## config.mk

```make
export PLATFORM = sky130hd
export DESIGN_NAME = acc_top
export DESIGN_NICKNAME = d
export VERILOG_FILES = /design/src/acc_pkg.sv /design/src/acc_sync.sv /design/src/acc_top.sv
export VERILOG_INCLUDE_DIRS = /design/src
export SDC_FILE = /design/constraint.sdc
export NUM_CORES = 1
export LEC_CHECK = 0
export ABC_AREA = 0
export BUFFER_PORTS_ARGS = -buffer_cell sky130_fd_sc_hd__buf_2
export CORE_ASPECT_RATIO = 0.6
export CORE_MARGIN = 1.5
export CORE_UTILIZATION = 45
export DETAILED_ROUTE_END_ITERATION = 6
export MAX_ROUTING_LAYER = met4
export PLACE_DENSITY = 0.83
export SETUP_SLACK_MARGIN = 0.1
export SYNTH_ARGS = -nofsm -noshare
export SYNTH_HDL_FRONTEND = slang
export SYNTH_SLANG_ARGS = --single-unit
```

## constraint.sdc

```tcl
create_clock -name core_clk -period 5.8 [get_ports core_clk]
set_clock_uncertainty 0.1 [all_clocks]
set_input_delay 1.45 -clock core_clk [delete_from_list [all_inputs] [get_ports core_clk]]
set_output_delay 1.45 -clock core_clk [all_outputs]
set_load 0.03 [all_outputs]
```

## src/acc_defs.svh

```systemverilog
// Constants of the comparator control block: offsets, bit positions,
// reset values and widths.
// Assumes inclusion by bare name from every design file that needs them.
`ifndef ACC_DEFS_SVH
`define ACC_DEFS_SVH

// Bus decode
`define ACC_ADDR_W 8
`define ACC_OFS_CTRL 8'h00
`define ACC_OFS_STAT 8'h04
`define ACC_OFS_CLR 8'h08
`define ACC_OFS_IEN 8'h0C
`define ACC_RD_PAD 24'h000000
`define ACC_RD_ZERO 8'h00
`define ACC_HRDATA_RST 32'h00000000

// Control register fields
`define ACC_CTRL_W 8
`define ACC_B_EN 7
`define ACC_B_REF 6
`define ACC_B_FLAG 5
`define ACC_B_IE 4
`define ACC_B_RES 3
`define ACC_B_PIN 2
`define ACC_B_MODE_HI 1
`define ACC_B_MODE_LO 0
`define ACC_CTRL_RST 8'h00

// Event status, clear and enable registers
`define ACC_STAT_W 2
`define ACC_S_EVT 0
`define ACC_S_TGL 1
`define ACC_STAT_RST 2'h0
`define ACC_STAT_PAD 6'h00

// Power-up settling of the result path
`define ACC_SETTLE_W 3
`define ACC_SETTLE_CNT 3'h4
`define ACC_SETTLE_ZERO 3'h0
`define ACC_SETTLE_ONE 3'h1

`endif

```

## src/acc_pkg.sv

```systemverilog
// Types shared by the comparator control block.
// Assumes acc_defs.svh sits in the same folder.
`default_nettype none
`include "acc_defs.svh"

package acc_pkg;

  // Event mode field encodings
  typedef enum logic [1:0] {
    ACC_MODE_FALL = 2'h0,
    ACC_MODE_RISE = 2'h1,
    ACC_MODE_FALL2 = 2'h2,
    ACC_MODE_BOTH = 2'h3
  } acc_mode_t;

  typedef logic [`ACC_CTRL_W-1:0] acc_ctrl_t;
  typedef logic [`ACC_STAT_W-1:0] acc_stat_t;

endpackage
`default_nettype wire

```

## src/acc_sync.sv

```systemverilog
// Two-stage synchroniser with edge detection on the settled level.
// Assumes the input is asynchronous to clk and free of glitches
// shorter than a clock period.
`timescale 1ns/1ps
`default_nettype none
`include "acc_defs.svh"

module acc_sync (
  input wire logic clk,
  input wire logic rst,
  input wire logic async_in,
  output logic level,
  output logic rise,
  output logic fall
);

  logic meta;
  logic settled;
  logic prev;

  // First stage feeds only the second stage
  always_ff @(posedge clk) begin
    if (rst) begin
      meta <= 1'b0;
      settled <= 1'b0;
      prev <= 1'b0;
    end else begin
      meta <= async_in;
      settled <= meta;
      prev <= settled;
    end
  end

  // Edges of the settled level only
  assign level = settled;
  assign rise = settled & ~prev;
  assign fall = ~settled & prev;

endmodule
`default_nettype wire

```

## src/acc_top.sv

```systemverilog
// Comparator control block: one 8-bit control register, event status
// with its own interrupt mask, and the digital side of the comparator.
// Assumes an AHB-Lite master with single word transfers, an analog
// comparator core whose result arrives asynchronously, and a power
// controller that raises deep_stop on the bus clock.
// Limitation: result pulses shorter than one clock period may be lost.
//
// Register access over AHB-Lite and the address map were decided locally.
`timescale 1ns/1ps
`default_nettype none
`include "acc_defs.svh"

module acc_top
  import acc_pkg::*;
(
  input wire logic core_clk,
  input wire logic srst,
  // AHB-Lite slave
  input wire logic hsel,
  input wire logic [31:0] haddr,
  input wire logic [1:0] htrans,
  input wire logic hwrite,
  input wire logic [2:0] hsize,
  input wire logic [31:0] hwdata,
  input wire logic hready,
  output logic hreadyout,
  output logic hresp,
  output logic [31:0] hrdata,
  // Analog core and pins
  input wire logic comparator_raw,
  input wire logic deep_stop,
  output logic comparator_power_en,
  output logic reference_select,
  output logic comparator_result_pin,
  output logic comparator_result_pin_oe,
  // Interrupt and wake
  output logic irq,
  output logic wake_request
);

  import acc_pkg::*;

  // ****************************************************************
  // Declarations
  // ****************************************************************

  logic blk_rst;
  logic acc_take;
  logic acc_wr;
  logic acc_rd;
  logic [`ACC_ADDR_W-1:0] wr_addr;
  logic wr_pend;
  logic wr_ctrl;
  logic wr_clr;
  logic wr_ien;
  logic [`ACC_ADDR_W-1:0] rd_addr;
  logic [7:0] wbyte;
  logic [7:0] next_rbyte;
  logic [31:0] next_hrdata;

  acc_ctrl_t ctrl;
  acc_ctrl_t next_ctrl;
  acc_stat_t stat;
  acc_stat_t next_stat;
  acc_stat_t ien;
  acc_stat_t next_ien;
  acc_stat_t stat_set;
  acc_stat_t stat_clr;

  logic enable;
  logic next_enable;
  acc_mode_t mode;
  logic res_level;
  logic res_rise;
  logic res_fall;
  logic [`ACC_SETTLE_W-1:0] settle_cnt;
  logic [`ACC_SETTLE_W-1:0] next_settle_cnt;
  logic settled_ok;
  logic pick_rise;
  logic pick_fall;
  logic cmp_event;
  logic any_edge;
  logic flag_clr;
  logic next_flag;
  logic ctrl_irq;
  logic stat_irq;
  logic pin_value;
  logic pin_oe;

  // ****************************************************************
  // Reset and power
  // ****************************************************************

  // deep stop reset
  // Deep stop holds the block in reset, so the wake finds reset state
  assign blk_rst = srst | deep_stop;

  // comparator enable
  // Analog core powered only when enabled and not in deep stop
  assign enable = ctrl[`ACC_B_EN];
  assign comparator_power_en = enable & ~deep_stop;

  // reference select
  // Selects pin or bandgap on the non-inverting input
  assign reference_select = ctrl[`ACC_B_REF];

  // ****************************************************************
  // Result synchronisation and edge detection
  // ****************************************************************

  // result synchroniser
  // Result passes two flops before any logic looks at it
  acc_sync u_sync (
    .clk(core_clk),
    .rst(blk_rst),
    .async_in(comparator_raw),
    .level(res_level),
    .rise(res_rise),
    .fall(res_fall)
  );

  // result polarity
  // Result high means non-inverting above inverting; no inversion here
  assign mode = acc_mode_t'(ctrl[`ACC_B_MODE_HI:`ACC_B_MODE_LO]);

  // mode selection
  // Both falling codes share one path; 11 takes either edge
  assign pick_rise = (mode == ACC_MODE_RISE) || (mode == ACC_MODE_BOTH);
  assign pick_fall = (mode == ACC_MODE_FALL) || (mode == ACC_MODE_FALL2) ||
                     (mode == ACC_MODE_BOTH);

  // disabled gating
  // Edges count only once the settle counter below is full
  assign cmp_event = enable & settled_ok & ((pick_rise & res_rise) | (pick_fall & res_fall));
  assign any_edge = enable & settled_ok & (res_rise | res_fall);

  // power-up settling
  // Samples taken before the core was powered are garbage and
  // need three flops to drain: two synchroniser stages and the
  // edge history. The price is a short blind spot after enable.
  assign settled_ok = (settle_cnt == `ACC_SETTLE_CNT);
  assign next_settle_cnt = !enable ? `ACC_SETTLE_ZERO :
                           settled_ok ? settle_cnt :
                           settle_cnt + `ACC_SETTLE_ONE;

  // Settle counter, cleared while disabled
  always_ff @(posedge core_clk) begin
    if (blk_rst) begin
      settle_cnt <= `ACC_SETTLE_ZERO;
    end else begin
      settle_cnt <= next_settle_cnt;
    end
  end

  // ****************************************************************
  // AHB-Lite slave
  // ****************************************************************

  // Never waits, never errors
  // Zero wait states keep a read right after a write simple
  assign hreadyout = 1'b1;
  assign hresp = 1'b0;

  // Address phase decode
  assign acc_take = hsel & hready & htrans[1];
  assign acc_wr = acc_take & hwrite;
  assign acc_rd = acc_take & ~hwrite;
  assign rd_addr = haddr[`ACC_ADDR_W-1:0];

  // Address phase capture for the following data phase
  // Reset by srst only: deep stop must not cut a transfer in flight
  always_ff @(posedge core_clk) begin
    if (srst) begin
      wr_pend <= 1'b0;
      wr_addr <= `ACC_OFS_CTRL;
    end else begin
      wr_pend <= acc_wr;
      wr_addr <= rd_addr;
    end
  end

  // Data phase write strobes; width of hsize ignored, low byte used
  // Unmapped offsets raise no strobe, so such writes vanish
  assign wbyte = hwdata[7:0];
  assign wr_ctrl = wr_pend & (wr_addr == `ACC_OFS_CTRL);
  assign wr_clr = wr_pend & (wr_addr == `ACC_OFS_CLR);
  assign wr_ien = wr_pend & (wr_addr == `ACC_OFS_IEN);

  // ****************************************************************
  // Control register
  // ****************************************************************

  // write one to clear
  // Only a written one at the flag position clears it
  assign flag_clr = wr_ctrl & wbyte[`ACC_B_FLAG];

  assign next_flag = cmp_event | (ctrl[`ACC_B_FLAG] & ~flag_clr);

  // readback read-only
  // Writable fields follow the bus; flag and readback never take data
  always_comb begin
    next_ctrl = ctrl;
    if (wr_ctrl) begin
      next_ctrl[`ACC_B_EN] = wbyte[`ACC_B_EN];
      next_ctrl[`ACC_B_REF] = wbyte[`ACC_B_REF];
      next_ctrl[`ACC_B_IE] = wbyte[`ACC_B_IE];
      next_ctrl[`ACC_B_PIN] = wbyte[`ACC_B_PIN];
      next_ctrl[`ACC_B_MODE_HI:`ACC_B_MODE_LO] = wbyte[`ACC_B_MODE_HI:`ACC_B_MODE_LO];
    end
    next_ctrl[`ACC_B_FLAG] = next_flag;
    next_ctrl[`ACC_B_RES] = 1'b0;
  end

  // Control register storage
  always_ff @(posedge core_clk) begin
    if (blk_rst) begin
      ctrl <= `ACC_CTRL_RST;
    end else begin
      ctrl <= next_ctrl;
    end
  end

  // ****************************************************************
  // Event status, clear and interrupt enable
  // ****************************************************************

  // Sticky event sources: selected compare event and any toggle
  // The toggle bit also catches edges the mode field filters out
  assign stat_set[`ACC_S_EVT] = cmp_event;
  assign stat_set[`ACC_S_TGL] = any_edge;
  assign stat_clr = wr_clr ? wbyte[`ACC_STAT_W-1:0] : `ACC_STAT_RST;

  // status set priority
  // Per bit, a new event outweighs a clear in the same cycle
  genvar gi;
  generate
    for (gi = 0; gi < `ACC_STAT_W; gi = gi + 1) begin : g_stat
      assign next_stat[gi] = stat_set[gi] | (stat[gi] & ~stat_clr[gi]);
    end
  endgenerate

  // Mask register, written whole
  assign next_ien = wr_ien ? wbyte[`ACC_STAT_W-1:0] : ien;

  // Status and mask storage
  always_ff @(posedge core_clk) begin
    if (blk_rst) begin
      stat <= `ACC_STAT_RST;
      ien <= `ACC_STAT_RST;
    end else begin
      stat <= next_stat;
      ien <= next_ien;
    end
  end

  // ****************************************************************
  // Interrupt and wake
  // ****************************************************************

  assign ctrl_irq = ctrl[`ACC_B_IE] & ctrl[`ACC_B_FLAG];
  assign stat_irq = |(stat & ien);

  // light stop wake
  // Logic keeps running on the bus clock in light stop; the request
  // itself doubles as the wake, so no separate path is needed
  always_ff @(posedge core_clk) begin
    if (blk_rst) begin
      irq <= 1'b0;
    end else begin
      irq <= ctrl_irq | stat_irq;
    end
  end

  // Wake shares the registered request
  assign wake_request = irq;

  // ****************************************************************
  // Result pin
  // ****************************************************************

  // result pin drive
  // Pin driven only while enabled and pin output selected
  // Disabled core output is meaningless, hence the enable term
  assign pin_oe = ctrl[`ACC_B_PIN] & enable;
  assign pin_value = pin_oe & res_level;

  // Registered pin drive keeps the pin free of decode glitches
  // Costs one cycle of latency between result and pin
  always_ff @(posedge core_clk) begin
    if (blk_rst) begin
      comparator_result_pin <= 1'b0;
      comparator_result_pin_oe <= 1'b0;
    end else begin
      comparator_result_pin <= pin_value;
      comparator_result_pin_oe <= pin_oe;
    end
  end

  // ****************************************************************
  // Read data
  // ****************************************************************

  // live result
  // Read mux uses next values so a read right after a write sees it
  // Readback follows the synchroniser, two cycles behind the raw result
  assign next_enable = next_ctrl[`ACC_B_EN];

  always_comb begin
    next_rbyte = `ACC_RD_ZERO;
    case (rd_addr)
      `ACC_OFS_CTRL: begin
        next_rbyte = next_ctrl;
        next_rbyte[`ACC_B_RES] = next_enable & res_level;
      end
      `ACC_OFS_STAT: begin
        next_rbyte = {`ACC_STAT_PAD, next_stat};
      end
      `ACC_OFS_IEN: begin
        next_rbyte = {`ACC_STAT_PAD, next_ien};
      end
      default: begin
        next_rbyte = `ACC_RD_ZERO; // Clear register and holes read zero
      end
    endcase
  end

  assign next_hrdata = acc_rd ? {`ACC_RD_PAD, next_rbyte} : hrdata;

  // Read data stands through the data phase
  // Bus side ignores deep stop so a read in flight still completes
  always_ff @(posedge core_clk) begin
    if (srst) begin
      hrdata <= `ACC_HRDATA_RST;
    end else begin
      hrdata <= next_hrdata;
    end
  end

endmodule
`default_nettype wire

```

# Yosys cells after proc, flatten, opt, wreduce, memory -nomap -nowiden

Cells that the tools add are included.

Input port bits: 76
Register bits: 37
Output and inout bits: 40
Logic and storage cells: 75

Reductions and logical operators: 8
Mux-type cells: 6
Eq/ne operators: 8
Add/subtract/negate cells: 1
Bitwise operators: 39

Operator list:

| cell                  | count |
|---|---|
| $eq A8 B4 Y1 const B  | 3 |
| $pmux W8 S3           | 1 |
| $and A1 B1 Y1         | 23 |
| $logic_not A8 Y1      | 2 |
| $eq A8 B3 Y1 const B  | 1 |
| $not A1 Y1            | 8 |
| $or A1 B1 Y1          | 7 |
| $mux W2               | 3 |
| $eq A2 B2 Y1 const B  | 2 |
| $reduce_or A2 Y1      | 2 |
| $add A3 B1 Y3 const B | 1 |
| $eq A3 B3 Y1 const B  | 1 |
| $logic_or A1 B1 Y1    | 3 |
| $mux W3               | 1 |
| $and A2 B2 Y2         | 1 |
| $eq A2 B1 Y1 const B  | 1 |
| $logic_not A2 Y1      | 1 |
| $mux W1               | 1 |

# Logic depth before layout (Yosys ltp)

Gate-level depths: netlist (run 1).

Depth after elaboration: 8
Depth in mapped cells: 6
Mapped depth without buffers: 6

# Cells and area by module

From an unflattened synthesis (run 1), not the netlist that was laid out.

Cells, all modules: 184
Area, all modules: 1,702.9 µm²

Modules (own cells, without submodules):

| module   | sequential area each (µm²) | times used | cells each | area each (µm²) |
|---|---|---|---|---|
| acc_top  | 680.7                      | 1          | 176        | 1,611.5 |
| acc_sync | 60.1                       | 1          | 8          | 91.3 |

# Worst setup path before layout (run 1)

Ideal clock, no wire load.

Path type: input to output
Start point: input deep_stop
End point: output comparator_power_en
Path slack: 2.368 ns
Buffers on the path: 0
Required time: 4.250 ns
Arrival time: 1.882 ns
Cell stages on the path: 1
Cells stage by stage: nor2b_1

Word-level cells in the longest chain between the ends: 2

Ends and longest elaborated chain:

| what            | RTL line       | source |
|---|---|---|
| start, declared | acc_top.sv:31  | `input wire logic deep_stop,` |
| $not A1 Y1      | acc_top.sv:101 | `assign comparator_power_en = enable & ~deep_stop;` |
| $and A1 B1 Y1   | acc_top.sv:101 |  |
| end, declared   | acc_top.sv:32  | `output logic comparator_power_en,` |

No other way between the ends.

# Final worst setup path (run 1)

Ends and elaborated chain as after synthesis.

==> results of run 1 <==
==> cell usage in the layout, fill, tap and decap left out, types with 2 or more instances in the layout <==
cell       instances
dfxtp_1           37
buf_2             36
nor2_1            27
conb_1            26
nand3_1           11
mux2i_1           10
nand2_1            9
nor2b_1            8
inv_1              6
and2_1             6
clkbuf_8           6
a2bb2oi_1          4
ha_1               4
nor4_1             3
a21oi_1            3
nor3_1             3
a22oi_1            3
o21ai_0            3
or2_2              2
or3_1              2
nor4bb_1           2
and3_1             2
nand2b_1           2
==> cell type report <==
class                           instances  area share
Tap cell                               47      0.0301
Clock inverter                          1      0.0154
Timing Repair Buffer                   36      0.0924
Multi-Input combinational cell        143       0.427
Sequential cell                        37       0.380
Inverter                                6      0.0115
Clock buffer                            7      0.0443
==> worst reg2reg max path: stages, from the launching register on <==
cell	delay, ps
dfxtp_1	320
or4_4	560
nor3_2	760
mux2i_1	260
or3_1	410
a21oi_1	160
==> metrics by stage <==
step           power [uW]   util
5_1_grt               552  0.530
6_report              531  0.530
3_3_place_gp          310  0.498
2_1_floorplan         312      -
4_1_cts               536  0.530
3_5_place_dp          311  0.498
==> flip-flops by register name, summed over array words and instances (netlist names) <==
register                  count
u_sync.level                  1
stat                          2
comparator_result_pin         1
wr_addr                       8
irq                           1
u_sync.prev                   1
wr_pend                       1
hrdata                        8
ctrl                          7
settle_cnt                    3
u_sync.meta                   1
comparator_result_pin_oe      1
ien                           2
==> kinds of logic (layout without fill, tap and decap cells) <==
family                     count (synthesis)  in the layout  share of synthesized area
DFF                                       37             37                      0.427
adders and majority gates                  4              4                     0.0289
and+or+nand+nor                           82             82                      0.250
xor gates and xnor gates                   1              1                    0.00505
AOI/OAI and AO/OA                         20             20                     0.0823
buffers and inverters                     38             50                      0.145
muxes                                     10             10                     0.0577
other                                      2             26                    0.00433
==> path summary, 6_finish.rpt <==
kind / startpoint / endpoint / depth (start not counted) / slack, ps
max: deep_stop / comparator_power_en / 3 / 2380
min: u_sync.meta / u_sync.level / 1 / 350
max reg2reg: wr_addr[5] / hrdata[3] / 5 / 3170
min reg2reg: u_sync.meta / u_sync.level / 1 / 350
==> power groups by stage <==
stage	Sequential (uW)	Clock [uW]	Combinational [uW]
after global placement	265	0	45.0
after CTS	259	231	45.8
after detailed placement	265	0	45.5
after floorplan	265	0	46.9
final	260	225	46.3
after global routing	260	243	49.4
==> metal layers <==
layer	global-route usage	wire, um
met1	0.247	1740
met5	-	0
met3	0.0549	222
met2	0.234	1430
met4	0.0667	43
==> results.toml, run 1 <==
[final_layout]
multi_input_area_sq_um = 832
nFillCells = 355
regArea_sq_um = 741
layout-drive-gt1-share = 0.209
syn_to_final_growth_pct = 12.5
final_area_sq_um = 1950
n_antenna_cell = 0
nets = 309
final-instance-count-excl-fill = 277

[floorplanning]
io_pins = 116
rows = 17
die_w_um = 83.1
core_area_sq_um = 3680
start_util = 0.471
die_area_sq_um = 4250
die_y_um = 51.1

[setup_path]
arrival_ps = 1870
cp.required_ps = 4250
cp_top_family = "buffers and inverters"
cp_cell_sequence = "buf_2 > nor2b_1 > buf_2"
worst_path_max_delay_cell = "buf_2"
crit_path_end_kind = "output pin"
cpMostUsedCell = "buf_2"
path_buf_inv = 2
critPathKind = "input pin to output pin"
max_stage_delay_ps = 200
start_kind = "input pin"
crit_path_max_fanout = 3

[timing]
layout_setup_ws_ps = 2380
tns_ps = 0
worst_pin_slew_ps = 928
fin_crit_sh = 0.589
clock.fmax_mhz = 293
period_needed_ps = 3420
rsz0062_at_grt = "no"
drv_slew = 0
final-hold-violation-count = 0
setup_viol = 0
hold_ws_ps = 347
maxSlewHeadroom = 0.378

[synth]
synth_cell_types = 38
synthTopCellsByArea = "dfxtp_1 43%, buf_4 12%, nor2_1 5.8%"
synth_largest_area_cell = "dfxtp_1"
ys_ff_latch = 37
seq_area_frac_synth = 0.427
synth_top_area_share = 0.427
async_flop_share = 0
synthTopCellsByCount = "37 x dfxtp_1, 27 x buf_4, 27 x nor2_1, 11 x nand3_1, 10 x mux2i_1"
avgSynthCellArea_sq_um = 8.94
yosysWarnings = 0
synth-main-ff-cell = "dfxtp_1"
synthCells = 194
post-synth-top-count-cell = "dfxtp_1"
syn-cell-area_sq_um = 1730
synth-edff-count = 0

[grt]
grt_pass1_wl_mm = 5.53
grt_usage = 0.176
antenna_found_initial = 0
grt_max_degree = 20
grt_pass1_vias = 1126
overflow = 0

[pwr]
clock_power_share = 0.424
switching_share = 0.231
peakVddDrop_v = 0.000124
p_per_area_nw_per_um2 = 272
power.switching_uw = 123
internal_power_uw = 408
leakagePower_uw = 0.000825
seqPwrFrac = 0.489
comb_power_share = 0.087

[hold_path]
min_path_type = "flop to flop"

[clocking]
ctsResizeCount = 0
hold_buffers = 0
clkTransAtPathRegs_ps = 70
clock_sinks = 37
htreeDepth = 2
numCtsBuffers = 5
cts_tree = "yes"
post-cts-setup-buffers = 0
root_buffer = "clkbuf_8"
clk-insertion-delay-late_ps = 280
clock_path_buffers = 2

[drt]
drtIter0Drc = 82
dr.pass1.iters = 4
wl_per_cell_um = 12.4
wirelength_mm = 3.44
postRouteAntennaNets = 0
num_vias = 1330
viasPerCell = 4.80
drcViolationCount = 0

[place]
io_buffers = 36
post_dp_cell_area_sq_um = 1830
dp_hpwl_mm = 2.61
pre_cts_slack_ps = 2370
place_inst = 269
gp_congestion = 0.791

[job]
drv_cap = 0

[status]
status = "complete, no violations"
Power figures use the tool's default switching activity.
==> inputs of run 2 (changes only) <==
- ABC_AREA: 0 -> 1
- CORE_UTILIZATION: 45 -> 42
- PLACE_DENSITY: 0.83 -> 0.78
- clock period: 5.8 -> 3.3 ns (I/O delays scaled with it)
==> run 2 against run 1 <==
Against the previous run: global-route usage down 1.9 points; sequential cell count unchanged; combinational power increased by 76%; total power is 61% higher; utilization shrank 4.4 points; non-clock buffer count unchanged; synthesized cell count grew 24%; highest routed layer unchanged; sequential share of layout area down 0.60 points; critical endpoint unchanged; critical path depth did not move; area after synthesis up 1.7%; sequential power increased by 75%; register-to-register slack got worse by 1400 ps.
==> results.toml, run 2 <==
[status]
status = "complete, no violations"

[pwr]
peakVddDrop_v = 0.000295
switching_share = 0.276
leakagePower_uw = 0.000990
power.switching_uw = 235
p_per_area_nw_per_um2 = 431
seqPwrFrac = 0.533
comb_power_share = 0.096
internal_power_uw = 618
clock_power_share = 0.371

[place]
io_buffers = 36
gp_congestion = 0.897
dp_hpwl_mm = 2.56

[clocking]
hold_buffers = 0
root_buffer = "clkbuf_8"
clock_sinks = 37
htreeDepth = 2
cts_tree = "yes"
post-cts-setup-buffers = 0
clock_path_buffers = 2
clkTransAtPathRegs_ps = 70
ctsResizeCount = 0
clk-insertion-delay-late_ps = 290
numCtsBuffers = 5

[final_layout]
top_regs = "hrdata: 8 flops, wr_addr: 8 flops, ctrl: 7 flops"
final_cell_mix = "52 x nand2_1, 37 x dfxtp_1, 36 x buf_2"
nets = 357
multi_input_area_sq_um = 771
layout-drive-gt1-share = 0.201
post-route-util = 0.486
layout_commonest_cell = "nand2_1"
regArea_sq_um = 741
syn_to_final_growth_pct = 12.4
n_antenna_cell = 0
nFillCells = 412

[drt]
dr.pass1.iters = 4
wirelength_mm = 3.19
wl_per_cell_um = 9.43
viasPerCell = 4.27
postRouteAntennaNets = 0
num_vias = 1444
drcViolationCount = 0
drtIter0Drc = 34

[timing]
tns_ps = 0
rsz0062_at_grt = "no"
setup_viol = 0
period_needed_ps = 2130
drv_slew = 0
fin_crit_sh = 0.645
final-hold-violation-count = 0
clock.fmax_mhz = 470

[setup_path]
crit_path_max_fanout = 2
critPathKind = "input pin to output pin"
crit_path_end_kind = "output pin"
cp.required_ps = 2370
start_kind = "input pin"
arrival_ps = 1200
rr_worst_depth = 10

[floorplanning]
io_pins = 116
rows = 18
core_area_sq_um = 4080
die_y_um = 53.2
die_w_um = 86.6
start_util = 0.432
die_area_sq_um = 4610

[synth]
synth-main-ff-cell = "dfxtp_1"
synth_cell_types = 27
syn-cell-area_sq_um = 1760
avgSynthCellArea_sq_um = 7.35
async_flop_share = 0
synthCells = 240
synthTopCellsByCount = "52 x nand2_1, 37 x dfxtp_1, 31 x inv_1, 27 x buf_4, 27 x nor2_1"
synthTopCellsByArea = "dfxtp_1 42%, buf_4 11%, nand2_1 11%"
post-synth-top-count-cell = "nand2_1"
synth-edff-count = 0
ys_ff_latch = 37
synth_largest_area_cell = "dfxtp_1"
yosysWarnings = 0
seq_area_frac_synth = 0.420
synth_top_area_share = 0.420

[grt]
grt_max_degree = 19
overflow = 0
grt_usage = 0.157
grt_pass1_vias = 1201
antenna_found_initial = 0
grt_pass1_wl_mm = 5.24

[hold_path]
holdPathStages = 2
min_path_type = "flop to flop"

[job]
drv_cap = 0
run 2: worst max-delay path, stage by stage:
cell	delay [ps]
buf_2	100
nor2_1	80
buf_2	190
run 2: area by class of cell:
| cell class | count | area share |
|---|---|---|
| well taps | 60 | 0.0379 |
| inverters | 33 | 0.0631 |
| clock inverters | 3 | 0.0107 |
| repair buffers | 36 | 0.0909 |
| multi-input cells | 164 | 0.389 |
| flip-flops and latches | 37 | 0.374 |
| clock buffers | 5 | 0.0347 |
run 2: logic make-up after synthesis:
logic type               after synthesis  share of synthesized area
AND/OR/NAND/NOR                      112                      0.287
buffers and inverters                 63                      0.194
flip-flops                            37                      0.420
AO/OA/AOI/OAI                         21                     0.0610
adder cells (fa/ha/maj)                4                     0.0284
other                                  2                    0.00426
XOR/XNOR                               1                    0.00497
run 2: power groups by stage:
stage	sequential (uW)	clock (uW)	combinational, uW
final	455	317	81.7
after floorplan	465	0	86.6
after detailed placement	466	0	81.4
after CTS	455	323	81.5
after global routing	456	347	89.5
after global placement	465	0	80.3
run 2: final timing paths:
check	to	start	slack (ps)
setup / recovery	comparator_power_en	deep_stop	1170
hold / removal	u_sync.level	u_sync.meta	310
setup reg to reg	hrdata[0]	settle_cnt[0]	1750
hold reg to reg	u_sync.level	u_sync.meta	310
run 2: per-layer routing:
metal / track usage / up-vias / wire (um)
li1: - / 761 / -
met1: 0.205 / 644 / 1680
met2: 0.225 / 34 / 1300
met3: 0.0562 / 5 / 173
met4: 0.0565 / 0 / 29
met5: - / - / 0
run 2: stage by stage:
stage / hold WS, ps / area (sq um) / setup WS (ps) / instances / total power, uW
6_report: 313 / 1980 / 1170 / 338 / 853
5_1_grt: 333 / 1980 / 1140 / 338 / 892
4_1_cts: 317 / 1980 / 1170 / 338 / 859
3_5_place_dp: 308 / 1890 / 1170 / 330 / 547
3_3_place_gp: 304 / 1890 / 1160 / 330 / 546
2_1_floorplan: 294 / 1850 / 1140 / 264 / 551
==> inputs of run 3 (changes only) <==
- ABC_AREA: 1 -> 0
- CORE_UTILIZATION: 42 -> 41
- PLACE_DENSITY: 0.78 -> 0.77
- clock period: 3.3 -> 2 ns (I/O delays scaled with it)
==> run 3 against run 2 <==
Against the previous run: sequential power rose by 65%; total power rose by 82%; critical path depth rose by 4; final area rose by 6.8%; clock power rose by 110%; register-to-register slack got worse by 1700 ps; cell count fell by 11%; global-route usage rose by 0.63 points; via count fell by 3.0%; die area rose by 0.73%; non-clock buffer count rose by 11; clock-buffer cell count rose by 2; critical endpoint is now hrdata[4]; largest power group unchanged.
==> results.toml, run 3 (synthesis gave the netlist of run 1 again) <==
[drt]
drtIter0Drc = 110
wirelength_mm = 3.54
num_vias = 1400
wl_per_cell_um = 11.8
postRouteAntennaNets = 0
drcViolationCount = 0
dr.pass1.iters = 4
viasPerCell = 4.65

[final_layout]
nFillCells = 405
syn_to_final_growth_pct = 22.1
final_cell_mix = "36 x buf_2, 35 x dfxtp_1, 26 x nor2_1, 26 x conb_1, 11 x nand3_1"
layout-drive-gt1-share = 0.282
nets = 320
n_antenna_cell = 0
layout_commonest_cell = "buf_2"
regArea_sq_um = 743
multi_input_area_sq_um = 890
top_regs = "hrdata: 8 flops, wr_addr: 8 flops, ctrl: 7 flops"
final-instance-count-excl-fill = 301

[grt]
grt_pass1_wl_mm = 5.32
met2_usage = 0.214
antenna_found_initial = 0
grt_pass1_vias = 1136
grt_max_degree = 20
top_usage_layer = "met1"
met3_usage = 0.0546
grt_usage = 0.164
overflow = 0
use_met1 = 0.227

[timing]
maxSlewHeadroom = 0.632
worst_pin_slew_ps = 545
final-hold-violation-count = 0
layout_setup_ws_ps = 36.6
hold_ws_ps = 310
fin_crit_sh = 0.982
period_needed_ps = 1960
clock.fmax_mhz = 509
tns_ps = 0
rsz0062_at_grt = "yes"
drv_slew = 0
setup_viol = 0

[pwr]
seqPwrFrac = 0.484
power.switching_uw = 365
clock_power_share = 0.424
comb_power_share = 0.091
internal_power_uw = 1190
switching_share = 0.235
leakagePower_uw = 0.000891
p_per_area_nw_per_um2 = 734
peakVddDrop_v = 0.000364

[setup_path]
start_kind = "flop"
max_stage_delay_ps = 540
critPathKind = "flop to flop"
worst_path_max_delay_cell = "or4_4"
crit_path_max_fanout = 4
path_buf_inv = 2
rr_startpoint = "wr_addr[5]"
cp_cell_sequence = "or4_4 > nor3_2 > buf_4 > buf_6 > mux2i_2 > a2bb2oi_1 > nor2_1"
cp.required_ps = 2070
arrival_ps = 2030
cp-startpoint = "wr_addr[5]"
cp_top_family = "simple AND/OR/NAND/NOR gates"
crit_path_end_kind = "flop"

[clocking]
clk-insertion-delay-late_ps = 290
clock_sinks = 37
root_buffer = "clkbuf_8"
clock_path_buffers = 2
htreeDepth = 2
cts_tree = "yes"
numCtsBuffers = 5
hold_buffers = 0
clkTransAtPathRegs_ps = 70

[floorplanning]
start_util = 0.425
io_pins = 116
die_y_um = 53.4
die_area_sq_um = 4640
core_area_sq_um = 4080
rows = 18
die_w_um = 87.0

[place]
place_inst = 293
io_buffers = 36
dp_hpwl_mm = 2.70
pre_cts_slack_ps = -1.39
gp_congestion = 0.816

[hold_path]
hold_path.startpoint = "comparator_raw"
min_path_type = "input pin to flop"

[job]
drv_cap = 0

[status]
status = "complete, no violations"
[run 3: power by group through the flow]
stage / sequential [uW] / combinational [uW] / clock [uW]
after floorplan: 768 / 137 / 0
after detailed placement: 769 / 139 / 0
after global placement: 769 / 137 / 0
after CTS: 752 / 140 / 674
after global routing: 754 / 153 / 713
final: 753 / 142 / 660
[run 3: layout make-up]
cell class / instances / share of cell area
flip-flops and latches: 37 / 0.351
multi-input cells: 143 / 0.420
repair buffers: 47 / 0.128
inverters: 6 / 0.0106
well taps: 60 / 0.0355
clock inverters: 1 / 0.0142
clock buffers: 7 / 0.0408
[run 3: path summary, 6_finish.rpt]
path / endpoint / slack [ps] / cells past startpoint
worst max-delay path: hrdata[4] / 40 / 7
worst min-delay path: u_sync.meta / 310 / 2
worst max register to register: hrdata[4] / 40 / 7
worst min register to register: u_sync.level / 330 / 1
[run 3: per-stage QoR]
step | total power, uW | area, sq um | utilization
after global routing | 1620 | 2120 | 0.519
after floorplan | 904 | 1830 | -
final | 1550 | 2120 | 0.519
after global placement | 906 | 1940 | 0.476
after CTS | 1570 | 2070 | 0.508
after detailed placement | 909 | 1940 | 0.476
[run 3: metal layers]
metal | wire length [um] | up-vias
met2 | 1510 | 38
met1 | 1760 | 658
met4 | 43 | 0
li1 | - | 699
met3 | 231 | 5
met5 | 0 | -
[run 3: what timing repair did]
item,CTS,global route
setup buffers,0,0
endpoints found under the setup margin,8,10
pin swaps,6,3
resized for setup,5,11
